[config.mk]
export PLATFORM = sky130hd
export DESIGN_NAME = video_frame_buffer_manager
export DESIGN_NICKNAME = d
export VERILOG_FILES = /design/src/fbm_pkg.sv /design/src/video_frame_buffer_manager.sv
export SDC_FILE = /design/constraint.sdc
export NUM_CORES = 2
export LEC_CHECK = 0
export ABC_AREA = 1
export BUFFER_PORTS_ARGS = -buffer_cell sky130_fd_sc_hd__buf_2
export CAP_MARGIN = 20
export CORE_MARGIN = 5
export CORE_UTILIZATION = 25
export DETAILED_ROUTE_END_ITERATION = 8
export GPL_ROUTABILITY_DRIVEN = 1
export PLACE_DENSITY = 0.4
export SLEW_MARGIN = 15
export SYNTH_ARGS = -nofsm -noshare
export SYNTH_HDL_FRONTEND = slang
export SYNTH_SLANG_ARGS = --single-unit
[constraint.sdc]
create_clock -name clk_in -period 55.3 [get_ports clk_in]
set_clock_uncertainty 0.05 [all_clocks]
set_input_delay 5.53 -clock clk_in [delete_from_list [all_inputs] [get_ports clk_in]]
set_output_delay 5.53 -clock clk_in [all_outputs]
set_load 0.005 [all_outputs]
[src/fbm_pkg.sv]
/*
  shared constants, register map and state types of the frame buffer manager.
  assumes a single 25 MHz clock domain.
*/
package fbm_pkg;
  localparam logic [7:0]  REG_CTRL     = 8'h00;
  localparam logic [7:0]  REG_STATUS   = 8'h04;
  localparam logic [7:0]  REG_IN_RATE  = 8'h08;
  localparam logic [7:0]  REG_OUT_RATE = 8'h0c;
  localparam logic [7:0]  REG_DELAY    = 8'h10;
  localparam logic [7:0]  REG_FLEN     = 8'h14;
  localparam logic [7:0]  REG_DROPS    = 8'h18;
  localparam logic [7:0]  REG_REPEATS  = 8'h1c;
  localparam int          CTRL_GO      = 0;
  localparam int          CTRL_AFFIN   = 1;
  localparam int          CTRL_DROP    = 2;
  localparam int          CTRL_REPEAT  = 3;
  localparam int          CTRL_SYNC    = 4;
  localparam int          CTRL_W       = 5;
  localparam logic [4:0]  CTRL_RESET   = 5'h00;
  localparam logic [15:0] RATE_RESET   = 16'h0001;
  localparam logic [11:0] DELAY_RESET  = 12'h000;
  localparam logic [11:0] DELAY_MAX    = 12'hfff;
  localparam logic [3:0]  TYPE_IMAGE   = 4'h0;
  localparam logic [3:0]  TYPE_CTRL    = 4'hf;
  localparam int          TYPE_W       = 4;
  localparam int          DIM_W        = 16;
  localparam logic [1:0]  BUF0         = 2'h0;
  localparam logic [1:0]  BUF1         = 2'h1;
  localparam logic [1:0]  BUF2         = 2'h2;
  localparam int          NBUF         = 3;
  typedef enum logic [1:0] {W_RUN, W_MEM, W_DEC} wstate_e;
  typedef enum logic [1:0] {R_WAIT, R_REQ, R_DATA, R_OUT} rstate_e;
  typedef enum logic [2:0] {ACT_NONE, ACT_SWAP, ACT_RESTART, ACT_REPEAT, ACT_DSWAP} act_e;
endpackage

[src/video_frame_buffer_manager.sv]
/*
  frame buffer manager: writer stores a packet video stream into external memory,
  reader plays frames back; double/triple buffering, drop/repeat, locked rate.
  assumes ahb-lite master, same-clock stream partners and a word-addressed memory.
*/
// The AHB-Lite register port and the register addresses are this design's own decisions.
`timescale 1ns/1ns
module video_frame_buffer_manager
  import fbm_pkg::*;
#(
  parameter int PIX_W        = 40,
  parameter int PIXELS       = 1,
  parameter int MEM_AW       = 32,
  parameter int BUF_WORDS    = 32'h0010_0000,
  parameter int MAX_ANC      = 2,
  parameter int ANC_WORDS    = 16,
  parameter bit HAS_WRITER   = 1'b1,
  parameter bit HAS_READER   = 1'b1,
  parameter bit DROP_INVALID = 1'b0
)(
  input  wire logic                         clk_in,
  input  wire logic                         rst_in,
  input  wire logic                         hsel_in,
  input  wire logic [31:0]                  haddr_in,
  input  wire logic [1:0]                   htrans_in,
  input  wire logic                         hwrite_in,
  input  wire logic [2:0]                   hsize_in,
  input  wire logic [31:0]                  hwdata_in,
  input  wire logic                         hready_in,
  output logic                              hreadyout_out,
  output logic                              hresp_out,
  output logic [31:0]                       hrdata_out,
  input  wire logic                         din_valid_in,
  output logic                              din_ready_out,
  input  wire logic [PIXELS*PIX_W-1:0]      din_data_in,
  input  wire logic                         din_sop_in,
  input  wire logic                         din_eop_in,
  output logic                              dout_valid_out,
  input  wire logic                         dout_ready_in,
  output logic [PIXELS*PIX_W-1:0]           dout_data_out,
  output logic                              dout_sop_out,
  output logic                              dout_eop_out,
  output logic                              mem_wr_valid_out,
  input  wire logic                         mem_wr_ready_in,
  output logic [MEM_AW-1:0]                 mem_wr_addr_out,
  output logic [PIXELS*PIX_W+1:0]           mem_wr_data_out,
  output logic                              mem_rd_req_out,
  input  wire logic                         mem_rd_ack_in,
  output logic [MEM_AW-1:0]                 mem_rd_addr_out,
  input  wire logic                         mem_rd_valid_in,
  input  wire logic [PIXELS*PIX_W+1:0]      mem_rd_data_in
);
  localparam int DW = PIXELS * PIX_W;
  localparam int FRAME_OFS = MAX_ANC * ANC_WORDS;

  function automatic logic [MEM_AW-1:0] word_addr(input logic [1:0] b, input int ofs);
    word_addr = MEM_AW'(int'(b) * BUF_WORDS + ofs);
  endfunction

  logic [CTRL_W-1:0] ctrl;
  logic [15:0]       in_rate;
  logic [15:0]       out_rate;
  logic [11:0]       delay;
  logic [31:0]       flen_reg;
  logic [15:0]       drops;
  logic [15:0]       repeats;
  logic              wpend;
  logic              rpend;
  logic [7:0]        req_addr;
  logic [1:0]        wbuf;
  logic [1:0]        rbuf;
  logic [1:0]        sbuf;
  logic              spare_clean;
  logic              rbuf_valid;
  logic [11:0]       frames_written;
  logic [31:0]       flen [NBUF];
  logic [16:0]       rate_acc;
  logic [7:0]        anc_cnt [NBUF];
  logic [7:0]        anc_head [NBUF];
  logic [15:0]       anc_len [NBUF*MAX_ANC];
  wstate_e           wstate;
  rstate_e           rstate;
  act_e              w_act;
  act_e              r_act;
  logic [3:0]        w_type;
  logic [31:0]       w_pidx;
  logic [31:0]       w_fidx;
  logic              w_last;
  logic              w_bad;
  logic              ctl_seen;
  logic [31:0]       exp_beats;
  logic [7:0]        r_anc_left;
  logic [7:0]        r_slot;
  logic [31:0]       r_idx;

  wire        wr_go   = ctrl[CTRL_GO] && HAS_WRITER;
  wire        triple  = ctrl[CTRL_DROP] || ctrl[CTRL_REPEAT] || ctrl[CTRL_SYNC];
  wire        aff     = ctrl[CTRL_AFFIN] && DROP_INVALID;
  wire [16:0] acc_sum = rate_acc + 17'(in_rate);
  wire        accept  = din_valid_in && din_ready_out;
  wire [3:0]  cur_t   = din_sop_in ? din_data_in[TYPE_W-1:0] : w_type;
  wire        cur_anc = cur_t != TYPE_IMAGE && cur_t != TYPE_CTRL;
  wire [31:0] cur_idx = din_sop_in ? 32'h0000_0000 : w_pidx + 32'h0000_0001;
  wire        store   = !cur_anc || cur_idx < 32'(ANC_WORDS);
  wire        delay_ok = frames_written >= delay;
  wire [31:0] r_flen  = HAS_WRITER ? flen[rbuf] : flen_reg;
  wire [31:0] r_limit = r_anc_left != 8'h00 ? 32'(anc_len[int'(rbuf) * MAX_ANC + int'(r_slot)])
                                             : r_flen;
  wire        r_last  = r_idx + 32'h0000_0001 >= r_limit;
  wire [1:0]  pick_buf = r_act == ACT_SWAP ? sbuf : (w_act == ACT_DSWAP ? wbuf : rbuf);

  ////////////////////////////////////////////////////////////////////////////////
  // register slave: writes zero wait, reads one wait state

  always_ff @(posedge clk_in or posedge rst_in)
  begin
    if (rst_in)
    begin
      wpend         <= 1'b0;
      rpend         <= 1'b0;
      req_addr      <= 8'h00;
      hreadyout_out <= 1'b1;
      hresp_out     <= 1'b0;
      hrdata_out    <= 32'h0000_0000;
    end
    else
    begin
      wpend     <= 1'b0;
      rpend     <= 1'b0;
      hresp_out <= 1'b0;
      if (hsel_in && htrans_in[1] && hready_in)
      begin
        req_addr      <= haddr_in[7:0];
        wpend         <= hwrite_in;
        rpend         <= !hwrite_in;
        hreadyout_out <= hwrite_in;
      end
      if (rpend)
      begin
        hreadyout_out <= 1'b1;
        unique case (req_addr)
          REG_CTRL:     hrdata_out <= 32'(ctrl);
          REG_STATUS:   hrdata_out <= {22'h00_0000, rstate == R_WAIT, wstate == W_DEC,
                                       rbuf_valid, spare_clean, sbuf, rbuf, wbuf};
          REG_IN_RATE:  hrdata_out <= 32'(in_rate);
          REG_OUT_RATE: hrdata_out <= 32'(out_rate);
          REG_DELAY:    hrdata_out <= 32'(delay);
          REG_FLEN:     hrdata_out <= flen_reg;
          REG_DROPS:    hrdata_out <= 32'(drops);
          REG_REPEATS:  hrdata_out <= 32'(repeats);
          default:      hrdata_out <= 32'h0000_0000;
        endcase
      end
    end
  end

  always_ff @(posedge clk_in or posedge rst_in)
  begin
    if (rst_in)
    begin
      ctrl     <= CTRL_RESET;
      in_rate  <= RATE_RESET;
      out_rate <= RATE_RESET;
      delay    <= DELAY_RESET;
      flen_reg <= 32'h0000_0000;
    end
    else if (wpend)
    begin
      unique case (req_addr)
        REG_CTRL:     ctrl <= hwdata_in[CTRL_W-1:0];
        REG_IN_RATE:  in_rate <= hwdata_in[15:0];
        REG_OUT_RATE: out_rate <= hwdata_in[15:0];
        REG_DELAY:    delay <= hwdata_in[11:0];
        REG_FLEN:     flen_reg <= hwdata_in;
        default:      ;
      endcase
    end
  end

  ////////////////////////////////////////////////////////////////////////////////
  // buffer exchange decisions; the writer side has priority

  always_comb
  begin
    w_act = ACT_NONE;
    r_act = ACT_NONE;
    if (wstate == W_DEC)
    begin
      if (DROP_INVALID && w_bad)
        w_act = ACT_RESTART;
      else if (!triple)
      begin
        if (rstate == R_WAIT || !HAS_READER)
          w_act = ACT_DSWAP;
      end
      else if (ctrl[CTRL_SYNC] || !spare_clean || !HAS_READER)
        w_act = ACT_SWAP;
      else if (ctrl[CTRL_DROP])
        w_act = ACT_RESTART;
    end
    // reader acts only in cycles where the writer does not, so a stalled writer is freed
    if (w_act == ACT_NONE && rstate == R_WAIT && ctrl[CTRL_GO] && HAS_READER && delay_ok)
    begin
      if (!HAS_WRITER)
        r_act = ACT_REPEAT;
      else if (!triple)
        r_act = ACT_NONE;
      else if (ctrl[CTRL_SYNC])
      begin
        if (acc_sum >= 17'(out_rate) && spare_clean)
          r_act = ACT_SWAP;
        else if (rbuf_valid)
          r_act = ACT_REPEAT;
      end
      else if (spare_clean)
        r_act = ACT_SWAP;
      else if (ctrl[CTRL_REPEAT] && rbuf_valid)
        r_act = ACT_REPEAT;
    end
  end

  always_ff @(posedge clk_in or posedge rst_in)
  begin
    if (rst_in)
    begin
      wbuf           <= BUF0;
      rbuf           <= BUF1;
      sbuf           <= BUF2;
      spare_clean    <= 1'b0;
      rbuf_valid     <= 1'b0;
      frames_written <= 12'h000;
      drops          <= 16'h0000;
      repeats        <= 16'h0000;
      rate_acc       <= 17'h0_0000;
      flen           <= '{default: 32'h0000_0000};
    end
    else
    begin
      if (wstate == W_DEC)
        flen[wbuf] <= w_fidx;
      if (w_act != ACT_NONE && frames_written != DELAY_MAX)
        frames_written <= frames_written + 12'h001;
      unique case (w_act)
        ACT_SWAP:
        begin
          wbuf        <= sbuf;
          sbuf        <= wbuf;
          spare_clean <= 1'b1;
          if (spare_clean)
            drops <= drops + 16'h0001;
        end
        ACT_DSWAP:
        begin
          wbuf       <= rbuf;
          rbuf       <= wbuf;
          rbuf_valid <= 1'b1;
        end
        ACT_RESTART: drops <= drops + 16'h0001;
        default: ;
      endcase
      unique case (r_act)
        ACT_SWAP:
        begin
          rbuf        <= sbuf;
          sbuf        <= rbuf;
          spare_clean <= 1'b0;
          rbuf_valid  <= 1'b1;
          if (ctrl[CTRL_SYNC])
            rate_acc <= acc_sum - 17'(out_rate);
        end
        ACT_REPEAT:
        begin
          repeats <= repeats + 16'h0001;
          if (ctrl[CTRL_SYNC])
            rate_acc <= acc_sum;
        end
        default: ;
      endcase
    end
  end

  ////////////////////////////////////////////////////////////////////////////////
  // writer

  always_ff @(posedge clk_in or posedge rst_in)
  begin
    if (rst_in)
    begin
      wstate           <= W_RUN;
      din_ready_out    <= 1'b0;
      mem_wr_valid_out <= 1'b0;
      mem_wr_addr_out  <= '0;
      mem_wr_data_out  <= '0;
      w_type           <= TYPE_IMAGE;
      w_pidx           <= 32'h0000_0000;
      w_fidx           <= 32'h0000_0000;
      w_last           <= 1'b0;
      w_bad            <= 1'b0;
      ctl_seen         <= 1'b0;
      exp_beats        <= 32'h0000_0000;
      anc_cnt          <= '{default: 8'h00};
      anc_head         <= '{default: 8'h00};
      anc_len          <= '{default: 16'h0000};
    end
    else
    begin
      unique case (wstate)
        W_RUN:
        begin
          din_ready_out <= wr_go;
          if (accept)
          begin
            w_type <= cur_t;
            w_pidx <= cur_idx;
            w_last <= din_eop_in && cur_t == TYPE_IMAGE;
            if (cur_t == TYPE_CTRL && cur_idx == 32'h0000_0001)
            begin
              ctl_seen  <= 1'b1;
              exp_beats <= 32'(din_data_in[DIM_W-1:0] * din_data_in[2*DIM_W-1:DIM_W]) / PIXELS;
            end
            if (din_eop_in && cur_t == TYPE_IMAGE)
              w_bad <= ctl_seen && cur_idx != exp_beats;
            if (cur_anc && din_eop_in && MAX_ANC > 0)
            begin
              anc_len[int'(wbuf) * MAX_ANC + int'(anc_head[wbuf])] <=
                store ? 16'(cur_idx + 32'h0000_0001) : 16'(ANC_WORDS);
              anc_head[wbuf] <= anc_head[wbuf] + 8'h01 == 8'(MAX_ANC) ? 8'h00
                                : anc_head[wbuf] + 8'h01;
              if (anc_cnt[wbuf] != 8'(MAX_ANC))
                anc_cnt[wbuf] <= anc_cnt[wbuf] + 8'h01;
            end
            if (store && !(cur_anc && MAX_ANC == 0))
            begin
              din_ready_out    <= 1'b0;
              mem_wr_valid_out <= 1'b1;
              mem_wr_data_out  <= {din_sop_in,
                                   din_eop_in || (cur_anc && cur_idx == 32'(ANC_WORDS - 1)),
                                   din_data_in};
              mem_wr_addr_out  <= cur_anc
                ? word_addr(wbuf, int'(anc_head[wbuf]) * ANC_WORDS + int'(cur_idx))
                : word_addr(wbuf, FRAME_OFS + int'(w_fidx));
              if (!cur_anc)
                w_fidx <= w_fidx + 32'h0000_0001;
              wstate <= W_MEM;
            end
          end
        end
        W_MEM:
        begin
          if (mem_wr_ready_in)
          begin
            mem_wr_valid_out <= 1'b0;
            din_ready_out    <= wr_go && !w_last;
            wstate           <= w_last ? W_DEC : W_RUN;
          end
        end
        W_DEC:
        begin
          if (w_act != ACT_NONE)
          begin
            wstate        <= W_RUN;
            din_ready_out <= wr_go;
            w_fidx        <= 32'h0000_0000;
            w_last        <= 1'b0;
            w_bad         <= 1'b0;
            ctl_seen      <= 1'b0;
            if (w_act == ACT_SWAP)
            begin
              anc_cnt[sbuf]  <= 8'h00;
              anc_head[sbuf] <= 8'h00;
            end
            else if (w_act == ACT_DSWAP)
            begin
              anc_cnt[rbuf]  <= 8'h00;
              anc_head[rbuf] <= 8'h00;
            end
            else if (aff)
            begin
              anc_cnt[wbuf]  <= 8'h00;
              anc_head[wbuf] <= 8'h00;
            end
          end
        end
        default: wstate <= W_RUN;
      endcase
    end
  end

  ////////////////////////////////////////////////////////////////////////////////
  // reader

  always_ff @(posedge clk_in or posedge rst_in)
  begin
    if (rst_in)
    begin
      rstate          <= R_WAIT;
      mem_rd_req_out  <= 1'b0;
      mem_rd_addr_out <= '0;
      dout_valid_out  <= 1'b0;
      dout_data_out   <= '0;
      dout_sop_out    <= 1'b0;
      dout_eop_out    <= 1'b0;
      r_anc_left      <= 8'h00;
      r_slot          <= 8'h00;
      r_idx           <= 32'h0000_0000;
    end
    else
    begin
      unique case (rstate)
        R_WAIT:
        begin
          if (r_act != ACT_NONE || (w_act == ACT_DSWAP && HAS_READER))
          begin
            rstate <= R_REQ;
            r_idx  <= 32'h0000_0000;
            r_anc_left <= (r_act == ACT_REPEAT && !aff) ? 8'h00 : anc_cnt[pick_buf];
            r_slot     <= anc_cnt[pick_buf] == 8'(MAX_ANC) ? anc_head[pick_buf] : 8'h00;
          end
        end
        R_REQ:
        begin
          if (!mem_rd_req_out)
          begin
            mem_rd_req_out  <= 1'b1;
            mem_rd_addr_out <= r_anc_left != 8'h00
              ? word_addr(rbuf, int'(r_slot) * ANC_WORDS + int'(r_idx))
              : word_addr(rbuf, FRAME_OFS + int'(r_idx));
          end
          else if (mem_rd_ack_in)
          begin
            mem_rd_req_out <= 1'b0;
            rstate         <= R_DATA;
          end
        end
        R_DATA:
        begin
          if (mem_rd_valid_in)
          begin
            dout_valid_out <= 1'b1;
            {dout_sop_out, dout_eop_out, dout_data_out} <= mem_rd_data_in;
            rstate         <= R_OUT;
          end
        end
        R_OUT:
        begin
          if (dout_ready_in)
          begin
            dout_valid_out <= 1'b0;
            r_idx          <= r_last ? 32'h0000_0000 : r_idx + 32'h0000_0001;
            rstate         <= (r_last && r_anc_left == 8'h00) ? R_WAIT : R_REQ;
            if (r_last && r_anc_left != 8'h00)
            begin
              r_anc_left <= r_anc_left - 8'h01;
              r_slot     <= r_slot + 8'h01 == 8'(MAX_ANC) ? 8'h00 : r_slot + 8'h01;
            end
          end
        end
      endcase
    end
  end
endmodule

==> impl_metrics.csv <==
group,metric,value,unit
pwr,ir_drop,0.0277,mV
timing,finalSetupTns,0,ns
status,status,"complete, no violations",
synthesis,syn-num-nets,4986,
flow_run,maxCapViolCount,0,
clocking,postCtsSetupRepairBufs,0,
timing,tightest_slew,1.30,ns
global_route,grt_pass1_vias,31900,
clocking,clockRootBuffer,"clkbuf_16",
clocking,cts_hold_buffers,0,
worst_setup_path,critical_path.cell_chain,"buf_2 > clkinv_1 > nand3_1 > inv_1 > nor3_1 > nand2_1 > nor3_1 > nand3_1 > nor4_2 > nand2_1 > nand2_2 > nand2_4 > clkinv_2 > buf_4 > o211ai_1 > nand2_1",
hold_path,min_from,"drops[15]$_DFFE_PP0P_",
global_route,grt-ovfl-total,0,
detailed_routing,drtIter0Drc,1853,
hold_path,hp-class,"flop to flop",
global_route,grt_pass1_wl,197,mm
detailed_routing,vias,32200,
timing,fin_crit_sh,17.7,%
timing,setup_viol,0,
die,die_h,397,µm
finish,final_cell_mix,"nand2_1 (1131), dfrtp_1 (700), inv_1 (551)",
worst_setup_path,required,55.85,ns
detailed_routing,drc,0,
finish,area_delta_synth_final,18.6,%
finish,finalNetCount,5287,
worst_setup_path,cp_max_fo,58,
clocking,clock_path_buffers,3,
detailed_routing,viasPerCell,4.54,
global_route,met2_usage,24.8,%
pwr,p_per_area,44.5,nW/µm²
timing,hold_viol_final,0,
worst_setup_path,startpoint_type,"input port",
place,portBuffers,319,
clocking,cts.sinks,706,
timing,max_clock_freq,102,MHz
global_route,antenna_found_initial,4,
worst_setup_path,cpMaxStageDelayCell,"clkinv_1",
worst_setup_path,critPathMaxStageDelay,0.77,ns
die,num_rows,142,
synthesis,synth-async-reset-ratio,100,%
global_route,track_usage,15.8,%
global_route,grt_use_met1,22.8,%
synthesis,netlist_area,37500,µm²
finish,final_common_cell,"nand2_1",
synthesis,synth.distinct_cells,67,
clocking,clkSlewWorstSetupHoldPaths,0.06,ns
synthesis,ys_seq_elements,706,
worst_setup_path,worstSetupEndpointType,"flop",
timing,fin_crit,9.81,ns
detailed_routing,ant_nets,0,
place,dp_hpwl,91.4,mm
synthesis,synth_edf_count,0,
synthesis,postSynthAreaPerCell,8.00,µm²
synthesis,synth_ff_type,"dfrtp_1",
clocking,cts_resized,0,
clocking,h-tree-depth,3,
worst_setup_path,critPathKind,"input port to flop",
clocking,numCtsBuffers,90,
detailed_routing,avgRoutedWirePerCell,17.9,µm
clocking,worstSkewPairLatency,0.70,ns
timing,rsz0062_at_grt,"false",
global_route,met3_usage,2.75,%
synthesis,ys_seq_area_share,47.1,%
detailed_routing,first_pass_iters,5,
worst_setup_path,path_common_cell,"nand2_1",
die,floorplan.die.width,397,µm
die,start_util,25.1,%
synthesis,ys_warn_count,0,
die,io_pins,349,
die,fp.coreArea,150000,µm²
detailed_routing,totalWireLength,126,mm
worst_setup_path,cp.arrival,10.36,ns
worst_setup_path,regToRegStartpoint,"in_rate[4]$_DFFE_PP0P_",
timing,slew_headroom,13.1,%
finish,largest_reg_flops,128,
pwr,power.leakage,21.6,nW
global_route,grt_max_degree,102,
worst_setup_path,cp-startpoint,"din_sop_in",
timing,drv_slew,0,
finish,final_util,29.8,%
synthesis,syn_inst,4692,
global_route,busiest_layer,"met2",
finish,diodes,0,
finish,drive_above_1_share,12.9,%
place,place_congestion,0.789,
clocking,cts_tree,"yes",
die,die_area,158000,µm²
[power by group]
part           internal (mW)  leakage [nW]  switching, mW  total, mW
sequential             0.639          8.73         0.0708      0.710
clock                  0.365          1.49          0.248      0.612
combinational          0.225          11.4          0.434      0.659
total                   1.23          21.6          0.753       1.98
[worst paths after layout]
path | slack, ns | cells past startpoint | end
worst max-delay path | 45.49 | 16 | mem_wr_addr_out[0]$_DFFE_PP0P_
worst min-delay path | 0.42 | 1 | drops[15]$_DFFE_PP0P_
worst max register to register | 48.67 | 32 | r_slot[7]$_DFFE_PP0P_
worst min register to register | 0.42 | 1 | drops[15]$_DFFE_PP0P_
max in group asynchronous | 46.67 | 6 | mem_rd_addr_out[23]$_DFFE_PP0P_
min in group asynchronous | 4.90 | 2 | mem_wr_addr_out[11]$_DFFE_PP0P_
[cells by family after synthesis]
family                     synth area share (%)
other                                   0.00999
adders and majority gates                  4.45
and+or+nand+nor                            21.4
DFF                                        47.1
AOI/OAI and AO/OA                          15.0
buffers and inverters                      7.57
xor gates and xnor gates                   3.17
muxes                                      1.40
[worst max-delay path, delay by kind of cell]
family | cells | cell delay [ns]
AO/OA/AOI/OAI | 1 | 0.39
buffers and inverters | 5 | 2.01
AND/OR/NAND/NOR | 10 | 2.31
[layer usage]
layer | wire (µm) | up-vias | share of wire, %
met2 | 56300 | 564 | 45
met1 | 62000 | 15400 | 49
met3 | 5370 | 138 | 4.2
met5 | 0 | - | 0
met4 | 2730 | 0 | 2.2
li1 | - | 16000 | -
[stage by stage]
stage                     cells  area [µm²]  hold WS (ns)  setup slack (ns)  power, mW
final                      7079       44500         0.416             45.49       1.98
after global routing       7079       44500         0.431             45.05       2.14
after CTS                  7079       44500         0.422             45.38       2.02
after detailed placement   6917       41500         0.410             44.63       1.39
after global placement     6914       41400         0.406             44.67       1.38
after floorplan            4692       37500         0.392             29.93       1.14
[layout make-up]
cell class,instances,area (µm²)
fill,16400,105000
sequential,706,17700
multi-input combinational,3247,17100
clock buffer,132,2600
tap,2016,2520
inverter,574,2160
timing repair buffer,374,2030
clock inverter,30,450
[cell usage after synthesis, drive strengths merged (3+ instances only)]
library cell / number / share of area, %
nand2: 1147 / 12
xnor2: 20 / 0.47
o21bai: 4 / 0.080
inv: 567 / 5.7
or2: 12 / 0.20
nand3b: 4 / 0.080
a221oi: 8 / 0.19
nor2: 421 / 4.4
mux2: 44 / 1.3
nor4: 30 / 0.55
xor2: 116 / 2.7
mux2i: 3 / 0.080
o22ai: 65 / 1.1
dfstp: 5 / 0.35
fa: 4 / 0.21
o211ai: 17 / 0.34
o21a: 11 / 0.22
clkbuf: 133 / 1.3
buf: 32 / 0.50
a211oi: 3 / 0.060
a22oi: 28 / 0.56
a31oi: 30 / 0.50
o31ai: 28 / 0.56
ha: 127 / 4.2
nand4: 38 / 0.65
o32ai: 5 / 0.12
nor3: 78 / 1.1
nor3b: 7 / 0.14
a21oi: 196 / 2.7
a21o: 9 / 0.18
and3: 3 / 0.050
o311ai: 11 / 0.26
clkinv: 7 / 0.073
nand3: 186 / 2.5
dfrtp: 701 / 47
o21ai: 561 / 7.5
o221ai: 12 / 0.28
a21boi: 4 / 0.080
No activity file was read; power rests on OpenSTA's default activity.
